### config.mk
export PLATFORM = sky130hd
export DESIGN_NAME = dlk_interlock
export DESIGN_NICKNAME = d
export VERILOG_FILES = /design/src/hw/dlk_pkg.sv /design/src/hw/dlk_sense_if.sv /design/src/hw/dlk_interlock.sv /design/src/hw/dlk_sync.sv /design/src/hw/dlk_timer.sv
export SDC_FILE = /design/constraint.sdc
export NUM_CORES = 1
export LEC_CHECK = 0
export BUFFER_PORTS_ARGS = -buffer_cell sky130_fd_sc_hd__buf_2
export CAP_MARGIN = 20
export CORE_UTILIZATION = 45
export CTS_CLUSTER_DIAMETER = 150
export DETAILED_ROUTE_END_ITERATION = 7
export PLACE_DENSITY_LB_ADDON = 0.12
export SETUP_SLACK_MARGIN = 0.5
export SKIP_LAST_GASP = 1
export SYNTH_ARGS = -nofsm -noshare
export SYNTH_HDL_FRONTEND = slang
export SYNTH_HIERARCHICAL = 1
export SYNTH_SLANG_ARGS = --single-unit
### constraint.sdc
create_clock -name clk_i -period 3.55 [get_ports clk_i]
set_input_delay 0.5325 -clock clk_i [delete_from_list [all_inputs] [get_ports clk_i]]
set_output_delay 0.5325 -clock clk_i [all_outputs]
set_load 0.05 [all_outputs]
### src/hw/dlk_pkg.sv
package dlk_pkg;

    // apb register byte offsets
    localparam logic [7:0] DLK_OFF_CTRL    = 8'h00;
    localparam logic [7:0] DLK_OFF_STATUS  = 8'h04;
    localparam logic [7:0] DLK_OFF_IRQ_ST  = 8'h08;
    localparam logic [7:0] DLK_OFF_IRQ_MSK = 8'h0c;
    localparam logic [7:0] DLK_OFF_DELAY   = 8'h10;
    localparam logic [7:0] DLK_OFF_FBTO    = 8'h14;

    // control bit positions
    localparam int DLK_CTRL_NO_DOOR    = 0;
    localparam int DLK_CTRL_MUST_OPEN  = 1;
    localparam int DLK_CTRL_SPRING     = 2;
    localparam int DLK_CTRL_ERR_EN     = 3;
    localparam int DLK_CTRL_ERR_CLR    = 4;
    localparam int DLK_CTRL_W          = 5;
    localparam logic [DLK_CTRL_W-1:0] DLK_CTRL_RST = 5'h0e;

    // interrupt event bit positions
    localparam int DLK_EV_PERMIT_RISE = 0;
    localparam int DLK_EV_FB_TIMEOUT  = 1;
    localparam int DLK_EV_NOT_OPENED  = 2;
    localparam int DLK_EV_OPEN_LOCKED = 3;
    localparam int DLK_EV_W           = 4;

    // timing: release delay 500 ms, feedback timeout 100 ms at 40 MHz
    localparam int  DLK_CLK_HZ         = 40000000;
    localparam int  DLK_DELAY_MS       = 500;
    localparam int  DLK_FBTO_MS        = 100;
    localparam int  DLK_CNT_W          = 32;
    localparam logic [DLK_CNT_W-1:0] DLK_DELAY_CYC =
        DLK_CNT_W'((64'(DLK_CLK_HZ) * DLK_DELAY_MS) / 1000);
    localparam logic [DLK_CNT_W-1:0] DLK_FBTO_CYC =
        DLK_CNT_W'((64'(DLK_CLK_HZ) * DLK_FBTO_MS) / 1000);

    typedef enum logic [2:0] {
        DLK_ST_IDLE,
        DLK_ST_LOCKED,
        DLK_ST_DELAY,
        DLK_ST_RELEASING,
        DLK_ST_OPENED,
        DLK_ST_RELOCKING,
        DLK_ST_FAULT
    } dlk_state_t;

endpackage : dlk_pkg

### src/hw/dlk_sense_if.sv
interface dlk_sense_if;
    logic req;
    logic door_closed;
    logic lock_fb;
    modport src (output req, output door_closed, output lock_fb);
    modport dst (input req, input door_closed, input lock_fb);
endinterface : dlk_sense_if

### src/hw/dlk_interlock.sv
// Operation
// RQ1: forced-opening only if door present, must-open
// RQ2: release request is active high
// RQ3: permit only when closed and locked
// RQ4: request drops permit before solenoid acts
// RQ5: solenoid drive after release delay elapses
// RQ6: feedback must follow drive within timeout
// RQ7: timeout not below solenoid activation time
// RQ8: door open while locked is error
// RQ9: door sensor reports every actual opening
// RQ10: request gone, door closed: relock
// RQ11: permit returns after locked and closed
// RQ12: error when door never opened
// RQ13: error output rises at cycle end
// RQ14: spring option: energise solenoid to release
// RQ15: sample inputs once per cycle, count cycles
// RQ16: reset holds outputs low until secured
module dlk_interlock
    import dlk_pkg::*;
(
    // clock and reset
    input  wire logic        clk_i,
    input  wire logic        reset_i,
    input  wire logic        ce_i,
    // apb slave
    input  wire logic        psel_i,
    input  wire logic        penable_i,
    input  wire logic        pwrite_i,
    input  wire logic [7:0]  paddr_i,
    input  wire logic [31:0] pwdata_i,
    output logic             pready_o,
    output logic             pslverr_o,
    output logic [31:0]      prdata_o,
    // sensor pins
    input  wire logic        release_req_i,
    input  wire logic        door_closed_i,
    input  wire logic        lock_fb_i,
    // actuator and status
    output logic             solenoid_drive_o,
    output logic             permit_o,
    output logic             error_o,
    output logic             irq_o
);
    ////////////////////////////////////////////////////////////////////////////
    dlk_sense_if sense ();

    dlk_sync u_sync (
        .clk_i      (clk_i),
        .reset_i    (reset_i),
        .ce_i       (ce_i),
        .req_pin_i  (release_req_i),
        .door_pin_i (door_closed_i),
        .fb_pin_i   (lock_fb_i),
        .sense      (sense)
    );

    ////////////////////////////////////////////////////////////////////////////
    // registers
    logic [DLK_CTRL_W-1:0] ctrl_r;
    logic [DLK_EV_W-1:0]   irq_st_r;
    logic [DLK_EV_W-1:0]   irq_msk_r;
    logic [DLK_CNT_W-1:0]  delay_r;
    logic [DLK_CNT_W-1:0]  fbto_r;
    logic [31:0]           prdata_r;

    dlk_state_t            state_r;
    dlk_state_t            state_nxt;
    logic                  drive_r;
    logic                  permit_r;
    logic                  error_r;
    logic                  opened_r;
    logic                  fb_prev_r;

    logic                  wr_acc;
    logic                  rd_acc;
    logic                  addr_ok;
    logic [31:0]           rd_mux;
    logic [DLK_EV_W-1:0]   ev;

    assign pready_o  = 1'b1;
    assign wr_acc    = psel_i & penable_i & pwrite_i & ce_i;
    assign rd_acc    = psel_i & ~penable_i & ~pwrite_i;
    assign addr_ok   = (paddr_i == DLK_OFF_CTRL) | (paddr_i == DLK_OFF_STATUS) |
                       (paddr_i == DLK_OFF_IRQ_ST) | (paddr_i == DLK_OFF_IRQ_MSK) |
                       (paddr_i == DLK_OFF_DELAY) | (paddr_i == DLK_OFF_FBTO);
    assign pslverr_o = psel_i & penable_i & ~addr_ok;
    assign prdata_o  = prdata_r;

    ////////////////////////////////////////////////////////////////////////////
    // configuration view
    logic no_door;
    logic must_open;
    logic spring;
    logic mode_ok;
    logic locked;
    logic closed;
    logic req;
    logic fb_moved;

    assign no_door   = ctrl_r[DLK_CTRL_NO_DOOR];
    assign must_open = ctrl_r[DLK_CTRL_MUST_OPEN];
    assign spring    = ctrl_r[DLK_CTRL_SPRING];
    assign mode_ok   = ~no_door & must_open;                           // [RQ1]
    assign req       = sense.req;                                      // [RQ2]
    assign closed    = sense.door_closed;
    // spring lock: feedback high = energised, locked when de-energised
    assign locked    = spring ? ~sense.lock_fb : sense.lock_fb;        // [RQ14]
    assign fb_moved  = sense.lock_fb ^ fb_prev_r;

    ////////////////////////////////////////////////////////////////////////////
    // timers
    logic delay_clr;
    logic delay_done;
    logic fbto_clr;
    logic fbto_done;

    assign delay_clr = (state_r != DLK_ST_DELAY);
    assign fbto_clr  = (state_r != DLK_ST_RELEASING) & (state_r != DLK_ST_RELOCKING);

    dlk_timer u_delay (
        .clk_i   (clk_i),
        .reset_i (reset_i),
        .ce_i    (ce_i),
        .clear_i (delay_clr),
        .limit_i (delay_r),
        .done_o  (delay_done)
    );

    dlk_timer u_fbto (
        .clk_i   (clk_i),
        .reset_i (reset_i),
        .ce_i    (ce_i),
        .clear_i (fbto_clr),
        .limit_i (fbto_r),
        .done_o  (fbto_done)
    );

    ////////////////////////////////////////////////////////////////////////////
    // supervisor state machine, one step per system cycle [RQ15]
    logic to_fault;
    logic not_opened;

    assign not_opened = (state_r == DLK_ST_RELOCKING) & locked & closed & ~opened_r;
    // a door opened during the release delay is still opened against a held lock
    assign to_fault   = (state_r == DLK_ST_FAULT) ? 1'b0 :
                        (((state_r == DLK_ST_LOCKED) | (state_r == DLK_ST_DELAY)) &
                         ~closed);                                     // [RQ8]

    always_comb
    begin
        state_nxt = state_r;
        case (state_r)
            DLK_ST_IDLE:
                if (mode_ok & locked & closed & ~req)
                    state_nxt = DLK_ST_LOCKED;                         // [RQ16]
            DLK_ST_LOCKED:
                if (~closed & locked)
                    state_nxt = DLK_ST_FAULT;                          // [RQ8]
                else if (req)
                    state_nxt = DLK_ST_DELAY;                          // [RQ4]
            DLK_ST_DELAY:
                if (~closed & locked)
                    state_nxt = DLK_ST_FAULT;                          // [RQ8]
                else if (~req)
                    state_nxt = DLK_ST_LOCKED;
                else if (delay_done)
                    state_nxt = DLK_ST_RELEASING;                      // [RQ5]
            DLK_ST_RELEASING:
                if (fb_moved)
                    state_nxt = DLK_ST_OPENED;
                else if (fbto_done)
                    state_nxt = DLK_ST_FAULT;                          // [RQ6]
            DLK_ST_OPENED:
                if (~req & closed)
                    state_nxt = DLK_ST_RELOCKING;                      // [RQ10]
            DLK_ST_RELOCKING:
                if (locked & closed)
                    state_nxt = DLK_ST_LOCKED;                         // [RQ11]
                else if (fbto_done)
                    state_nxt = DLK_ST_FAULT;                          // [RQ6]
            DLK_ST_FAULT:
                // leave once software clears and guard is secured, or at once when mode_ok drops
                if (ctrl_r[DLK_CTRL_ERR_CLR] & locked & closed & ~req)
                    state_nxt = DLK_ST_IDLE;
            default:
                state_nxt = DLK_ST_IDLE;
        endcase
        if (!mode_ok)
            state_nxt = DLK_ST_IDLE;
    end

    assign ev[DLK_EV_PERMIT_RISE] = (state_nxt == DLK_ST_LOCKED) & ~permit_r;
    assign ev[DLK_EV_FB_TIMEOUT]  = fbto_done & ~fbto_clr;
    assign ev[DLK_EV_NOT_OPENED]  = not_opened;
    assign ev[DLK_EV_OPEN_LOCKED] = to_fault & locked;

    always_ff @(posedge clk_i)
    begin
        if (reset_i)
        begin
            state_r   <= DLK_ST_IDLE;
            drive_r   <= 1'b0;
            permit_r  <= 1'b0;
            error_r   <= 1'b0;
            opened_r  <= 1'b0;
            fb_prev_r <= 1'b0;
        end
        else if (ce_i)
        begin
            state_r   <= state_nxt;
            fb_prev_r <= sense.lock_fb;
            // energise to release (spring); otherwise de-energise to release
            drive_r   <= ((state_nxt == DLK_ST_RELEASING) | (state_nxt == DLK_ST_OPENED))
                         ^ ~spring;                                    // [RQ14]
            if (state_nxt == DLK_ST_IDLE | state_nxt == DLK_ST_FAULT)
                drive_r <= ~spring;
            permit_r  <= (state_nxt == DLK_ST_LOCKED) & ~req & locked & closed; // [RQ3]
            if (state_nxt == DLK_ST_DELAY)
                opened_r <= 1'b0;
            else if (~closed)
                opened_r <= 1'b1;
            if (state_nxt == DLK_ST_FAULT | not_opened)
                error_r <= ctrl_r[DLK_CTRL_ERR_EN];                    // [RQ12]
            else if (ctrl_r[DLK_CTRL_ERR_CLR])
                error_r <= 1'b0;
        end
    end

    assign solenoid_drive_o = drive_r;
    assign permit_o         = permit_r;
    assign error_o          = error_r;                                 // [RQ13]
    assign irq_o            = |(irq_st_r & irq_msk_r);

    ////////////////////////////////////////////////////////////////////////////
    // register file
    always_comb
    begin
        rd_mux = 32'h0;
        case (paddr_i)
            DLK_OFF_CTRL:    rd_mux = 32'(ctrl_r);
            DLK_OFF_STATUS:  rd_mux = {24'h0, 1'b0, state_r, error_r, drive_r,
                                       permit_r, opened_r};
            DLK_OFF_IRQ_ST:  rd_mux = 32'(irq_st_r);
            DLK_OFF_IRQ_MSK: rd_mux = 32'(irq_msk_r);
            DLK_OFF_DELAY:   rd_mux = delay_r;
            DLK_OFF_FBTO:    rd_mux = fbto_r;
            default:         rd_mux = 32'h0;
        endcase
    end

    always_ff @(posedge clk_i)
    begin
        if (reset_i)
        begin
            ctrl_r    <= DLK_CTRL_RST;
            irq_st_r  <= '0;
            irq_msk_r <= '0;
            delay_r   <= DLK_DELAY_CYC;
            fbto_r    <= DLK_FBTO_CYC;
            prdata_r  <= 32'h0;
        end
        else
        begin
            if (rd_acc)
                prdata_r <= rd_mux;
            if (ce_i)
            begin
                // set beats write-one-to-clear
                irq_st_r <= (irq_st_r & ~((wr_acc & paddr_i == DLK_OFF_IRQ_ST) ?
                            pwdata_i[DLK_EV_W-1:0] : '0)) | ev;
                if (ctrl_r[DLK_CTRL_ERR_CLR])
                    ctrl_r[DLK_CTRL_ERR_CLR] <= 1'b0;
            end
            if (wr_acc)
            begin
                case (paddr_i)
                    DLK_OFF_CTRL:    ctrl_r    <= pwdata_i[DLK_CTRL_W-1:0];
                    DLK_OFF_IRQ_MSK: irq_msk_r <= pwdata_i[DLK_EV_W-1:0];
                    DLK_OFF_DELAY:   delay_r   <= pwdata_i;
                    DLK_OFF_FBTO:    fbto_r    <= pwdata_i; // keep >= solenoid time [RQ7]
                    default:         ;
                endcase
            end
        end
    end

    ////////////////////////////////////////////////////////////////////////////
    // checks
    permit_safe_a: assert property (@(posedge clk_i) disable iff (reset_i) // [RQ3]
        permit_r |-> (locked & closed) || $past(locked & closed))
        else $error("permit high without locked and closed guard");

    req_drop_a: assert property (@(posedge clk_i) disable iff (reset_i) // [RQ4]
        (ce_i & req & state_r == DLK_ST_LOCKED) |=> !permit_r)
        else $error("permit not dropped on release request");

    drive_wait_a: assert property (@(posedge clk_i) disable iff (reset_i) // [RQ5]
        (state_r == DLK_ST_DELAY && !delay_done) |-> drive_r == ~spring)
        else $error("solenoid moved before release delay");

    fb_timeout_a: assert property (@(posedge clk_i) disable iff (reset_i) // [RQ6]
        (ce_i & state_r == DLK_ST_RELEASING & fbto_done & !fb_moved & mode_ok)
        |=> state_r == DLK_ST_FAULT && !permit_r)
        else $error("feedback timeout not flagged");

    open_lock_a: assert property (@(posedge clk_i) disable iff (reset_i) // [RQ8]
        (ce_i & mode_ok & (state_r == DLK_ST_LOCKED | state_r == DLK_ST_DELAY) &
         ~closed & locked)
        |=> state_r == DLK_ST_FAULT ##1 !permit_r)
        else $error("open door while locked not faulted");

    relock_a: assert property (@(posedge clk_i) disable iff (reset_i) // [RQ10]
        (ce_i & mode_ok & state_r == DLK_ST_OPENED & ~req & closed)
        |=> drive_r == ~spring)
        else $error("solenoid not returned to lock");

    not_open_a: assert property (@(posedge clk_i) disable iff (reset_i) // [RQ12]
        (ce_i & not_opened & ctrl_r[DLK_CTRL_ERR_EN] & mode_ok) |=> error_r)
        else $error("missing door opening not reported");

    mode_gate_a: assert property (@(posedge clk_i) disable iff (reset_i) // [RQ1]
        (ce_i & !mode_ok) |=> state_r == DLK_ST_IDLE && !permit_r)
        else $error("supervisor active outside forced-opening mode");
endmodule : dlk_interlock

### src/hw/dlk_sync.sv
module dlk_sync
    import dlk_pkg::*;
(
    // clock
    input  wire logic clk_i,
    input  wire logic reset_i,
    input  wire logic ce_i,
    // raw pins
    input  wire logic req_pin_i,
    input  wire logic door_pin_i,
    input  wire logic fb_pin_i,
    // synchronised
    dlk_sense_if.src  sense
);
    logic [2:0] meta_r;
    logic [2:0] sync_r;

    // two stages; first stage read only by the second
    always_ff @(posedge clk_i)
    begin
        if (reset_i)
        begin
            meta_r <= 3'h0;
            sync_r <= 3'h0;
        end
        else if (ce_i)
        begin
            meta_r <= {fb_pin_i, door_pin_i, req_pin_i};
            sync_r <= meta_r;
        end
    end

    assign sense.req         = sync_r[0];
    assign sense.door_closed = sync_r[1];
    assign sense.lock_fb     = sync_r[2];
endmodule : dlk_sync

### src/hw/dlk_timer.sv
module dlk_timer
    import dlk_pkg::*;
(
    // clock
    input  wire logic                 clk_i,
    input  wire logic                 reset_i,
    input  wire logic                 ce_i,
    // control
    input  wire logic                 clear_i,
    input  wire logic [DLK_CNT_W-1:0] limit_i,
    // result
    output logic                      done_o
);
    logic [DLK_CNT_W-1:0] cnt_r;
    logic                 at_lim;

    assign at_lim = (cnt_r >= limit_i);
    assign done_o = at_lim;

    // saturates at limit so done stays high until cleared
    always_ff @(posedge clk_i)
    begin
        if (reset_i)
            cnt_r <= '0;
        else if (ce_i)
        begin
            if (clear_i)
                cnt_r <= '0;
            else if (!at_lim)
                cnt_r <= cnt_r + DLK_CNT_W'(1);
        end
    end
endmodule : dlk_timer

## Yosys cells after proc, flatten, opt, wreduce, memory -nomap -nowiden

Index checks and enable logic that the tools add are counted.
W data, S select, Z words.

- Flip-flop bits (word level): 187
- Bits of input ports: 49
- Output and inout bits: 38
- Word-level logic and storage cells: 139

- Add/subtract/negate cells: 2
- Magnitude comparators: 2
- Equality and inequality tests: 22
- Mux-type cells: 29
- Bitwise operators: 54
- Reduce and logical (&&, ||, !) cells: 13

Operator list:

| cell | count |
|---|---|
| $pmux W32 S6 | 1 |
| $mux W32 | 4 |
| $add A32 B1 Y32 const B | 2 |
| $ge A32 B32 Y1 | 2 |
| $mux W3 | 12 |
| $and A1 B1 Y1 | 28 |
| $pmux W3 S7 | 1 |
| $eq A8 B4 Y1 const B | 2 |
| $eq A8 B5 Y1 const B | 2 |
| $reduce_and A2 Y1 | 8 |
| $eq A3 B3 Y1 const B | 5 |
| $eq A3 B2 Y1 const B | 4 |
| $not A1 Y1 | 11 |
| $mux W5 | 2 |
| $or A1 B1 Y1 | 9 |
| $and A4 B4 Y4 | 2 |
| $eq A8 B3 Y1 const B | 1 |
| $logic_not A8 Y1 | 1 |
| $mux W1 | 8 |
| $eq A3 B1 Y1 const B | 2 |
| $logic_not A3 Y1 | 2 |
| $ne A2 B2 Y1 const B | 3 |
| $ne A3 B2 Y1 const B | 2 |
| $mux W4 | 1 |
| other kinds (6) | 7 |

## Logic depth before layout (Yosys ltp)

Gate-level depths: netlist of run 1.

- Depth after elaboration: 12
- Depth in mapped cells: 14
- Mapped depth without buffers: 13

## By module

Netlist of run 1, hierarchy kept.

By module, submodules not included:

| module | times used | cells an instance | area an instance (sq um) | sequential area each (sq um) |
|---|---|---|---|---|
| dlk_timer | 2 | 393 | 2922.8 | 640.6 |
| dlk_interlock | 1 | 642 | 5021.1 | 2342.2 |
| dlk_sync | 1 | 19 | 214.0 | 120.1 |

## Worst setup path before layout of run 1

OpenSTA, ideal clock, no wires.

- Kind: register to register
- Start point: reg u_fbto.cnt_r[0]
- End point: reg drive_r (netlist: solenoid_drive_o)
- Library setup time: 127 ps
- Arrival: 3343 ps
- Required time: 3423 ps
- Path slack: 80 ps
- Cell stages (with the launch flop): 14
- Path buffers: 1
- Clock period less this slack: 3470 ps
- Cells stage by stage: dfxtp_1 > inv_1 > ha_1 > nand2b_1 > a2111oi_0 > a2111oi_0 > o41ai_1 > buf_2 > nand2_1 > a41o_1 > a211o_1 > nor4_1 > nor3_1 > or3b_1

- Cells in the longest elaborated chain, start to end: 9
- Elaborated cells on any way between the ends: 14
- Classes of those cells: order compare (1); eq/ne (3); mux (6); bitwise (3); reduce/logical (1)

RTL lines:

| item | RTL line | source |
|---|---|---|
| from (decl) | dlk_timer.sv:14 | `logic [DLK_CNT_W-1:0] cnt_r;` |
| from (signal assigned) | dlk_timer.sv:30 | `cnt_r <= cnt_r + DLK_CNT_W'(1);` |
| $ge A32 B32 Y1 * | dlk_timer.sv:17 | `assign at_lim = (cnt_r >= limit_i);` |
| via fbto_done | dlk_interlock.sv:115 | `logic fbto_done;` |
| $mux W3 * | dlk_interlock.sv:171, dlk_interlock.sv:179 |  |
| $mux W3 (on tied branches) | dlk_interlock.sv:177, dlk_interlock.sv:169 |  |
| $pmux W3 S7 * | dlk_interlock.sv:152 | `case (state_r)` |
| $mux W3 * | dlk_interlock.sv:188 | `if (!mode_ok)` |
| $eq A3 B2 Y1 / $eq A3 B3 Y1 (equally long branches) | dlk_interlock.sv:213 | `drive_r <= ((state_nxt == DLK_ST_RELEASING) \| (state_nxt == DLK_ST_OPENED))` |
| $or A1 B1 Y1 | dlk_interlock.sv:213 |  |
| $xor A1 B1 Y1 | dlk_interlock.sv:214 | `^ ~spring;` |
| $mux W1 * | dlk_interlock.sv:215 | `if (state_nxt == DLK_ST_IDLE \| state_nxt == DLK_ST_FAULT)` |
| to (signal assigned) | dlk_interlock.sv:213 |  |
| to (signal assigned) | dlk_interlock.sv:216 | `drive_r <= ~spring;` |
| to (decl) | dlk_interlock.sv:68 | `logic drive_r;` |

The timed path passes the listed nets; every way through them passes the cells marked *.
A chain may end at the register's enable or synchronous reset.

## Final worst setup path of run 1

- Start point: reg u_delay.cnt_r[0]
- End point: reg drive_r (netlist: solenoid_drive_o)

- Cells in the longest elaborated chain, start to end: 10
- Elaborated cells on any way between the ends: 14
- Classes of those cells: order compare (1); eq/ne (3); mux (6); bitwise (3); reduce/logical (1)

RTL lines:

| item | RTL line | source |
|---|---|---|
| from (decl) | dlk_timer.sv:14 |  |
| from (signal assigned) | dlk_timer.sv:30 |  |
| $ge A32 B32 Y1 * | dlk_timer.sv:17 |  |
| via delay_done | dlk_interlock.sv:113 | `logic delay_done;` |
| $mux W3 * | dlk_interlock.sv:166 | `else if (delay_done)` |
| $mux W3 * | dlk_interlock.sv:164 | `else if (~req)` |
| $mux W3 * | dlk_interlock.sv:162 | `if (~closed & locked)` |
| $pmux W3 S7 * | dlk_interlock.sv:152 |  |
| $mux W3 * | dlk_interlock.sv:188 |  |
| $eq A3 B2 Y1 / $eq A3 B3 Y1 (equally long branches) | dlk_interlock.sv:213 |  |
| $or A1 B1 Y1 | dlk_interlock.sv:213 |  |
| $xor A1 B1 Y1 | dlk_interlock.sv:214 |  |
| $mux W1 * | dlk_interlock.sv:215 |  |

Marked as above.

==> impl_metrics.ini, run 1 <==
[min_path]
hold_class = input port to flip-flop
min_to = fbto_r[20]
holdCritStartpoint = pwdata_i[20]
min_path_cells = 3

[setup_path]
start_kind = flip-flop
worst-endpoint-required_ns = 3.87
worst_path_most_repeated_cell = a2111oi_4
crit_path_cell_trace = inv_1 -> ha_1 -> nand2b_1 -> a2111oi_4 -> a2111oi_4 -> o41ai_2 -> nand2_2 -> nand2b_4 -> a22oi_2 -> o311a_1 -> a21oi_1 -> o2111ai_1 -> or3b_1
reg2reg_to = solenoid_drive_o
slowest_stage = dfxtp_2
ff2ff_setup_slack_ns = 0.47
critPathCaptureType = flip-flop
path_class = flip-flop to flip-flop
critPathArrivalTime_ns = 3.41
r2r-start = u_delay/cnt_r[0]
reg2reg_depth = 13
crit_family = compound AO/OA/AOI/OAI gates
cp.buffers_inverters = 1
cp_slowest_stage_delay_ns = 0.39
critPathMaxFanout = 7

[die]
die-height_um = 159
dieArea_sq_um = 25300
num_rows = 57
die_x_um = 159
ios = 87
start_util = 0.457
coreArea_sq_um = 24200

[synthesis]
netlist_area_sq_um = 11100
ys_seq_elements = 187
synth_compound_area_frac = 0.222
synthMuxAreaShare = 0.0195
synth_cells = 1447
synth_top_family_by_area = simple AND/OR/NAND/NOR gates
synth_edf_count = 0
ys.warnings.count = 6
ys_types = 76
synthFlopType = dfxtp_1
async_reset_ff_frac = 0
yosysSeqAreaShare = 0.338
synth_xor_area_frac = 0.00237
syn_area_per_cell_sq_um = 7.66
syn_nets = 1562
synth-adder-area-share = 0.0745
synth-simple-area-share = 0.275

[placed_design]
dpl.hpwl_mm = 24.6
placed_area_sq_um = 12000
io_buffer_count = 85
place_congestion = 0.876

[clocking]
htreeDepth = 4
ctsHoldBuffers = 0
numCtsBuffers = 17
cts_root_buf = clkbuf_16
cts_tree = done
path_clk_slew_ns = 0.08
cts.sinks = 187
clock_latency_ns = 0.44
max-clock-path-buffers = 2

[global_routing]
antenna_found_initial = 2
grt-ovfl-total = 0
grt_pass1_vias = 10432
grt_max_degree = 84
track_usage = 0.273
grt_first_pass_wirelength_mm = 56.0

[finish]
syn_to_final_growth_pct = 17.0
mostFrequentLayoutCells = 227 x nand2_1, 150 x dfxtp_1, 130 x a21oi_1
fillers = 2391
multi_input_area_sq_um = 6910
seq_area_sq_um = 3790
final_common_cell = nand2_1
final_area_sq_um = 13000
drive_gt1_frac = 0.188
final_nets = 1639

[detailed_routing]
drtPass1Iterations = 7
wl_met3_mm = 1.91
wire_per_inst_um = 18.6
drt_iter0_drc = 843
drc = 0
met1_length_mm = 16.2
wl_met2_mm = 15.9
ant_nets = 0
top_layer_used = met4
vias = 11141
vias_per_cell = 5.99
routed_wl_mm = 34.6

[sta]
rsz0062_at_grt = yes
final.setup.tns_ns = 0
period_share = 0.868
holdWs_ns = 0.326
tightest_slew_ns = 0.857
relSlewSlack = 0.425
fmax_ghz = 0.324
maxSlewViolCount = 0
skew_ns = 0.0135
period_needed_ns = 3.08
timing_hold_violations_final = 0
finalSetupViolCount = 0

[power_and_ir_drop]
irDropWorstVdd_v = 0.000264
p_leak_nw = 4.78
cellPowerDensity_nw_per_um2 = 321

[run]
max_cap_viol_count = 0

[run_status]
status = completed
[cell families (layout without fill, tap and decap cells)]
family	Yosys count	after routing
fa+ha+maj	66	66
xor+xnor	3	3
other cells	1	2
compound gates	357	357
buf+inv	189	278
mux	21	21
simple gates	623	623
flops	187	187
[tightest hold or removal path, delay by kind of cell]
family        cells  cell delay [ns]
simple gates      2             0.10
buf+inv           1             0.09
[metal layers]
| layer | vias to the layer above | GRT usage |
|---|---|---|
| met5 | - | 0 |
| met4 | 0 | 0.0844 |
| met3 | 52 | 0.0421 |
| met2 | 349 | 0.438 |
| met1 | 5335 | 0.375 |
| li1 | 5405 | - |
[worst max path at each step]
stage / from / endpoint / depth (start not counted)
final: u_delay/cnt_r[0] / solenoid_drive_o / 13
after global routing: u_delay/cnt_r[0] / solenoid_drive_o / 13
after CTS: u_fbto/cnt_r[0] / solenoid_drive_o / 13
after detailed placement: fbto_r[14] / solenoid_drive_o / 12
after global placement: fbto_r[14] / solenoid_drive_o / 12
after floorplan: u_fbto/cnt_r[0] / permit_o / 13
[layout make-up]
| cell class | count | share of cell area |
|---|---|---|
| multi-input combinational | 1071 | 0.533 |
| sequential | 187 | 0.293 |
| timing repair buffer | 150 | 0.0729 |
| clock buffer | 18 | 0.0331 |
| tap | 324 | 0.0313 |
| inverter | 97 | 0.0281 |
| clock inverter | 13 | 0.00869 |
| antenna | 1 | 0.000193 |
[power by group]
group	total, W	internal, W	switching (W)
sequential	0.00211	0.00210	0.00000943
combinational	0.000212	0.0000622	0.000150
clock	0.00183	0.000912	0.000920
total	0.00416	0.00308	0.00108
[state kept, by name, indices dropped and copies added (netlist names), 4 cells and up]
name and flops:
ctrl_r 5, delay_r 32, fbto_r 32, irq_msk_r 4, irq_st_r 4, prdata_o 32
u_delay/cnt_r 32, u_fbto/cnt_r 32
[stage by stage]
stage / worst slack, ns / total power [W] / instances / util
3_5_place_dp: 0.0612 / 0.00237 / 1807 / 0.495
4_1_cts: 0.502 / 0.00419 / 1852 / 0.529
2_1_floorplan: 0.320 / 0.00228 / 1447 / -
3_3_place_gp: 0.177 / 0.00237 / 1807 / 0.495
6_report: 0.467 / 0.00416 / 1861 / 0.535
5_1_grt: 0.342 / 0.00428 / 1861 / 0.535
[cells in the mapped netlist, drive strengths merged (7+ instances only)]
| cell type | count | area (sq um) |
|---|---|---|
| a21o | 8 | 60.1 |
| a21oi | 130 | 651 |
| a22oi | 38 | 285 |
| a31oi | 23 | 144 |
| and3 | 7 | 45.1 |
| buf | 24 | 133 |
| clkbuf | 68 | 255 |
| dfxtp | 187 | 3740 |
| ha | 66 | 826 |
| inv | 96 | 360 |
| mux2i | 16 | 160 |
| nand2 | 229 | 860 |
| nand2b | 14 | 87.6 |
| nand3 | 68 | 340 |
| nand4 | 43 | 288 |
| nor2 | 125 | 469 |
| nor2b | 12 | 75.1 |
| nor3 | 19 | 100 |
| nor3b | 12 | 90.1 |
| nor4 | 18 | 140 |
| o211ai | 9 | 67.6 |
| o21ai | 28 | 140 |
| o221ai | 9 | 78.8 |
| o311ai | 31 | 272 |
| o31ai | 14 | 105 |
| o41ai | 10 | 87.6 |
| or2 | 10 | 62.6 |
| or3 | 28 | 186 |
| or4 | 20 | 158 |
[what timing repair did]
item                       in CTS  in global routing
pin swaps                      24                  9
setup endpoints to repair       5                  7
setup buffers                  14                  7
gates resized for setup        50                 21
No activity file was read; power rests on OpenSTA's default activity.
==> inputs of run 2 (changes only) <==
- CORE_UTILIZATION: 45 -> 37
- RECOVER_POWER: unset -> 100
- clock period: 3.55 -> 2.6 ns (I/O delays scaled with it)
==> impl_metrics.ini, run 2 (synthesis results as in run 1) <==
[clocking]
numCtsBuffers = 17
cts_tree = done
cts.sinks = 187
htreeDepth = 4
clock_latency_ns = 0.45
path_clk_slew_ns = 0.07
cts_root_buf = clkbuf_16
max-clock-path-buffers = 2

[power_and_ir_drop]
irDropWorstVdd_v = 0.000476
cellPowerDensity_nw_per_um2 = 368
p_total_w = 0.00594
p_leak_nw = 6.07

[setup_path]
start_kind = flip-flop
critPathLaunch = delay_r[14]
critPathMaxFanout = 3
slowest_stage = or4b_1
worst-endpoint-required_ns = 2.99
ff2ff_setup_slack_ns = -0.45
critPathArrivalTime_ns = 3.44
path_class = flip-flop to flip-flop
critPathCapture = permit_o
crit_path_cell_trace = inv_2 -> ha_4 -> nand4_1 -> or3_4 -> a2111oi_4 -> o41ai_4 -> nand2_2 -> nand2b_4 -> a22oi_2 -> o311ai_4 -> nor2_1 -> or4b_1 -> a21oi_1
critPathCaptureType = flip-flop
reg2reg_to = permit_o
r2r-start = delay_r[14]
cp_slowest_stage_delay_ns = 0.48
reg2reg_depth = 13

[sta]
rsz0062_at_grt = yes
period_needed_ns = 3.05
skew_ns = 0.00927
fin_ws_ns = -0.450
finalSetupViolCount = 38
tightest_slew_ns = 1.42
fmax_ghz = 0.328
timing_hold_violations_final = 0
period_share = 1.17
final.setup.tns_ns = -6.13
maxSlewViolCount = 0
holdWs_ns = 0.177
relSlewSlack = 0.0504

[placed_design]
place_congestion = 0.907
placed_area_sq_um = 14000
dpl.hpwl_mm = 27.8
io_buffer_count = 85

[run_status]
violations = negative setup slack
status = finished, violations left

[detailed_routing]
drc = 0
vias_per_cell = 5.68
routed_wl_mm = 40.7
drtPass1Iterations = 7
ant_nets = 0
wire_per_inst_um = 19.0
vias = 12199
drt_iter0_drc = 983

[die]
dieArea_sq_um = 30600
ios = 87
die_x_um = 175
coreArea_sq_um = 29100
start_util = 0.381
num_rows = 62
die-height_um = 175

[finish]
final_common_cell = buf_4
fillers = 2732
mostFrequentLayoutCells = 230 x buf_4, 227 x nand2_1, 136 x dfxtp_1
drive_gt1_frac = 0.349
syn_to_final_growth_pct = 45.8
final_area_sq_um = 16200
final_nets = 1866

[global_routing]
grt_first_pass_wirelength_mm = 63.7
antenna_found_initial = 0
grt_pass1_vias = 11815
grt-ovfl-total = 0
grt_max_degree = 42
track_usage = 0.263

[run]
max_cap_viol_count = 0

[min_path]
hold_class = input port to flip-flop
run 2: how the worst min path moves through the flow:
stage	depth (start not counted)	start	to	slack (ns)
global route	3	pwdata_i[20]	delay_r[20]	0.18
floorplan	2	fbto_r[13]	fbto_r[13]	0.44
CTS	3	release_req_i	u_sync/meta_r[0]	0.17
global placement	2	prdata_o[29]	prdata_o[29]	0.46
finish	3	release_req_i	u_sync/meta_r[0]	0.18
detailed placement	2	prdata_o[17]	prdata_o[17]	0.47
run 2: cell type report:
class | instances | area, sq um | share of cell area
Tap cell | 384 | 480 | 0.0297
Inverter | 97 | 364 | 0.0225
Antenna cell | 1 | 2.50 | 0.000155
Sequential cell | 187 | 3810 | 0.236
Multi-Input combinational cell | 1073 | 7960 | 0.493
Clock buffer | 19 | 443 | 0.0274
Clock inverter | 10 | 145 | 0.00899
Timing Repair Buffer | 375 | 2950 | 0.183
run 2: stage by stage:
step,setup WS (ns),utilization,cells
after floorplan,-0.519,-,1447
after global routing,-0.572,0.555,2145
after global placement,-0.519,0.480,2052
after CTS,-0.477,0.537,2128
final,-0.450,0.555,2146
after detailed placement,-0.532,0.480,2052
run 2: per-layer routing:
metal  vias up  routed length (um)  share of wire  track usage
li1       5876                   -              -            -
met1      5823               18300           0.45        0.348
met2       408               19100           0.47        0.433
met3        92                2100          0.052       0.0409
met4         0                1250          0.031       0.0931
met5         -                   0              0            0
run 2: report_power, final:
part	internal [W]	leakage, nW	switching [W]
Clock	0.00153	0.281	0.00122
Combinational	0.0000916	4.26	0.000223
Sequential	0.00287	1.53	0.0000112
Total	0.00449	6.07	0.00145
run 2: repair_timing:
item | in CTS | in global routing
pin swaps | 67 | 44
buffers inserted | 36 | 17
resized for setup | 136 | 94
gates cloned | 11 | 0
setup endpoints to repair | 73 | 73
hold buffers | 0 | 0
run 2: worst max-delay path, delay by kind of cell, from the launching register on:
family | cells | cell delay (ns)
buf+inv | 1 | 0.05
fa+ha+maj | 1 | 0.26
simple gates | 6 | 1.37
flops | 1 | 0.34
compound gates | 5 | 0.98
==> inputs of run 3 (changes only) <==
- CELL_PAD_IN_SITES_DETAIL_PLACEMENT: unset -> 2
- CELL_PAD_IN_SITES_GLOBAL_PLACEMENT: unset -> 2
- CORE_UTILIZATION: 37 -> 32
- GPL_TIMING_DRIVEN: unset -> 0
==> impl_metrics.ini, run 3 (synthesis results as in run 1) <==
[run]
max_cap_viol_count = 0

[detailed_routing]
drtPass1Iterations = 5
drt_iter0_drc = 703
drc = 0
ant_nets = 0
wire_per_inst_um = 25.9
routed_wl_mm = 55.0
vias = 12462
vias_per_cell = 5.86

[setup_path]
critPathCaptureType = flip-flop
path_class = flip-flop to flip-flop
worst-endpoint-required_ns = 2.98
critPathArrivalTime_ns = 3.85
slowest_stage = o311a_1
cp.buffers_inverters = 3
start_kind = flip-flop
cp_slowest_stage_delay_ns = 0.43
critPathMaxFanout = 3
crit_family = compound AO/OA/AOI/OAI gates
crit_path_cell_trace = inv_2 -> ha_4 -> nand4_1 -> or3_4 -> a2111oi_4 -> buf_4 -> o41ai_4 -> buf_6 -> nand2_8 -> nand2b_4 -> a22oi_2 -> o311a_1 -> a31o_2 -> a211o_1 -> a31oi_1

[finish]
drive_gt1_frac = 0.299
fin_util = 0.461
syn_to_final_growth_pct = 40.7
antenna_cells = 0
layout.cells.non_filler = 2126
mostFrequentLayoutCells = 227 x nand2_1, 120 x nor2_1, 118 x a21oi_1
final_common_cell = nand2_1
final_nets = 1781

[global_routing]
antenna_found_initial = 0
track_usage = 0.295
grt_first_pass_wirelength_mm = 80.9
grt-ovfl-total = 0
grt_max_degree = 19
grt_pass1_vias = 13600

[sta]
tightest_slew_ns = 0.916
finalSetupViolCount = 75
final.setup.tns_ns = -18.53
maxSlewViolCount = 0
period_needed_ns = 3.47
timing_hold_violations_final = 0
skew_ns = 0.0193
rsz0062_at_grt = yes
fin_ws_ns = -0.874
relSlewSlack = 0.385
period_share = 1.34
fmax_ghz = 0.288

[placed_design]
place_congestion = 0.856
place_inst = 1978
io_buffer_count = 83
dpl.hpwl_mm = 36.5
pre_cts_ws_ns = -1.46

[power_and_ir_drop]
irDropWorstVdd_v = 0.000446
clock_power_share = 0.455
power.internal_w = 0.00424
p_leak_nw = 5.42
power.switching_w = 0.00168
p_comb_frac = 0.060
cellPowerDensity_nw_per_um2 = 380
switching_share = 0.283
p_seq_frac = 0.485

[die]
ios = 87
die_x_um = 188
dieArea_sq_um = 35400
start_util = 0.328
die-height_um = 188
num_rows = 67
coreArea_sq_um = 33800

[clocking]
numCtsBuffers = 17
cts.sinks = 187
max-clock-path-buffers = 2
clock_latency_ns = 0.46
cts_root_buf = clkbuf_16
path_clk_slew_ns = 0.08
cts_tree = done
htreeDepth = 4

[run_status]
violations = negative setup slack
status = finished, violations left

[min_path]
hold_class = input port to flip-flop
==> run 3: changes by cell type in the layout (fill, tap and decap cells not counted), sizes merged <==
| cell | change |
|---|---|
| clkdlybuf4s15 | +1 |
| clkbuf | +66 |
| or2 | -2 |
| diode | -1 |
| bufinv | -3 |
| buf | -151 |
| clkinvlp | +1 |
| inv | +6 |
| clkinv | -1 |
==> run 3: layer usage <==
metal  share of wire  vias up  global-route usage
li1                -     5702                   -
met1            0.42     6412               0.355
met2            0.52      271               0.539
met3           0.029       77              0.0343
met4           0.027        0               0.101
met5               0        -                   0
==> run 3: cell type report <==
type	instances	area (sq um)
plain buffers	92	667
fillers	3715	18200
inverters	97	374
clock inverters	13	123
flip-flops and latches	187	3880
repair buffers	200	1540
multi-input cells	1071	8000
clock buffers	18	439
well taps	448	561
==> run 3: per-stage QoR <==
| stage | area (sq um) | total power (W) | hold slack (ns) |
|---|---|---|---|
| floorplan | 11700 | 0.00312 | 0.442 |
| global placement | 12700 | 0.00327 | 0.453 |
| detailed placement | 12700 | 0.00327 | 0.469 |
| CTS | 14900 | 0.00595 | 0.157 |
| global route | 15600 | 0.00610 | 0.176 |
| finish | 15600 | 0.00592 | 0.177 |
==> run 3: final timing paths <==
kind / startpoint / to / slack [ns] / cells after the start
max: delay_r[13] / error_o / -0.87 / 15
min: release_req_i / u_sync/meta_r[0] / 0.18 / 3
max reg2reg: delay_r[13] / error_o / -0.87 / 15
min reg2reg: delay_r[23] / delay_r[23] / 0.48 / 2
==> run 3: timing repair <==
action | CTS | global route
gates cloned | 5 | 2
pin swaps | 55 | 34
buffers inserted | 83 | 27
hold buffers | 0 | 0
setup endpoints to repair | 171 | 93
gates resized for setup | 209 | 112
==> run 3: worst register-to-register path: stages, from the launching register on <==
cell	delay, ns
dfxtp_2	0.36
inv_2	0.06
ha_4	0.26
nand4_1	0.14
or3_4	0.40
a2111oi_4	0.32
buf_4	0.20
o41ai_4	0.09
buf_6	0.18
nand2_8	0.07
nand2b_4	0.12
a22oi_2	0.08
o311a_1	0.43
a31o_2	0.28
a211o_1	0.25
a31oi_1	0.16
==> run 3: power by group through the flow <==
stage | logic [W] | registers (W) | clock network, W
6_report | 0.000356 | 0.00287 | 0.00269
3_5_place_dp | 0.000321 | 0.00295 | 0
5_1_grt | 0.000374 | 0.00287 | 0.00285
2_1_floorplan | 0.000156 | 0.00296 | 0
3_3_place_gp | 0.000318 | 0.00295 | 0
4_1_cts | 0.000338 | 0.00287 | 0.00274
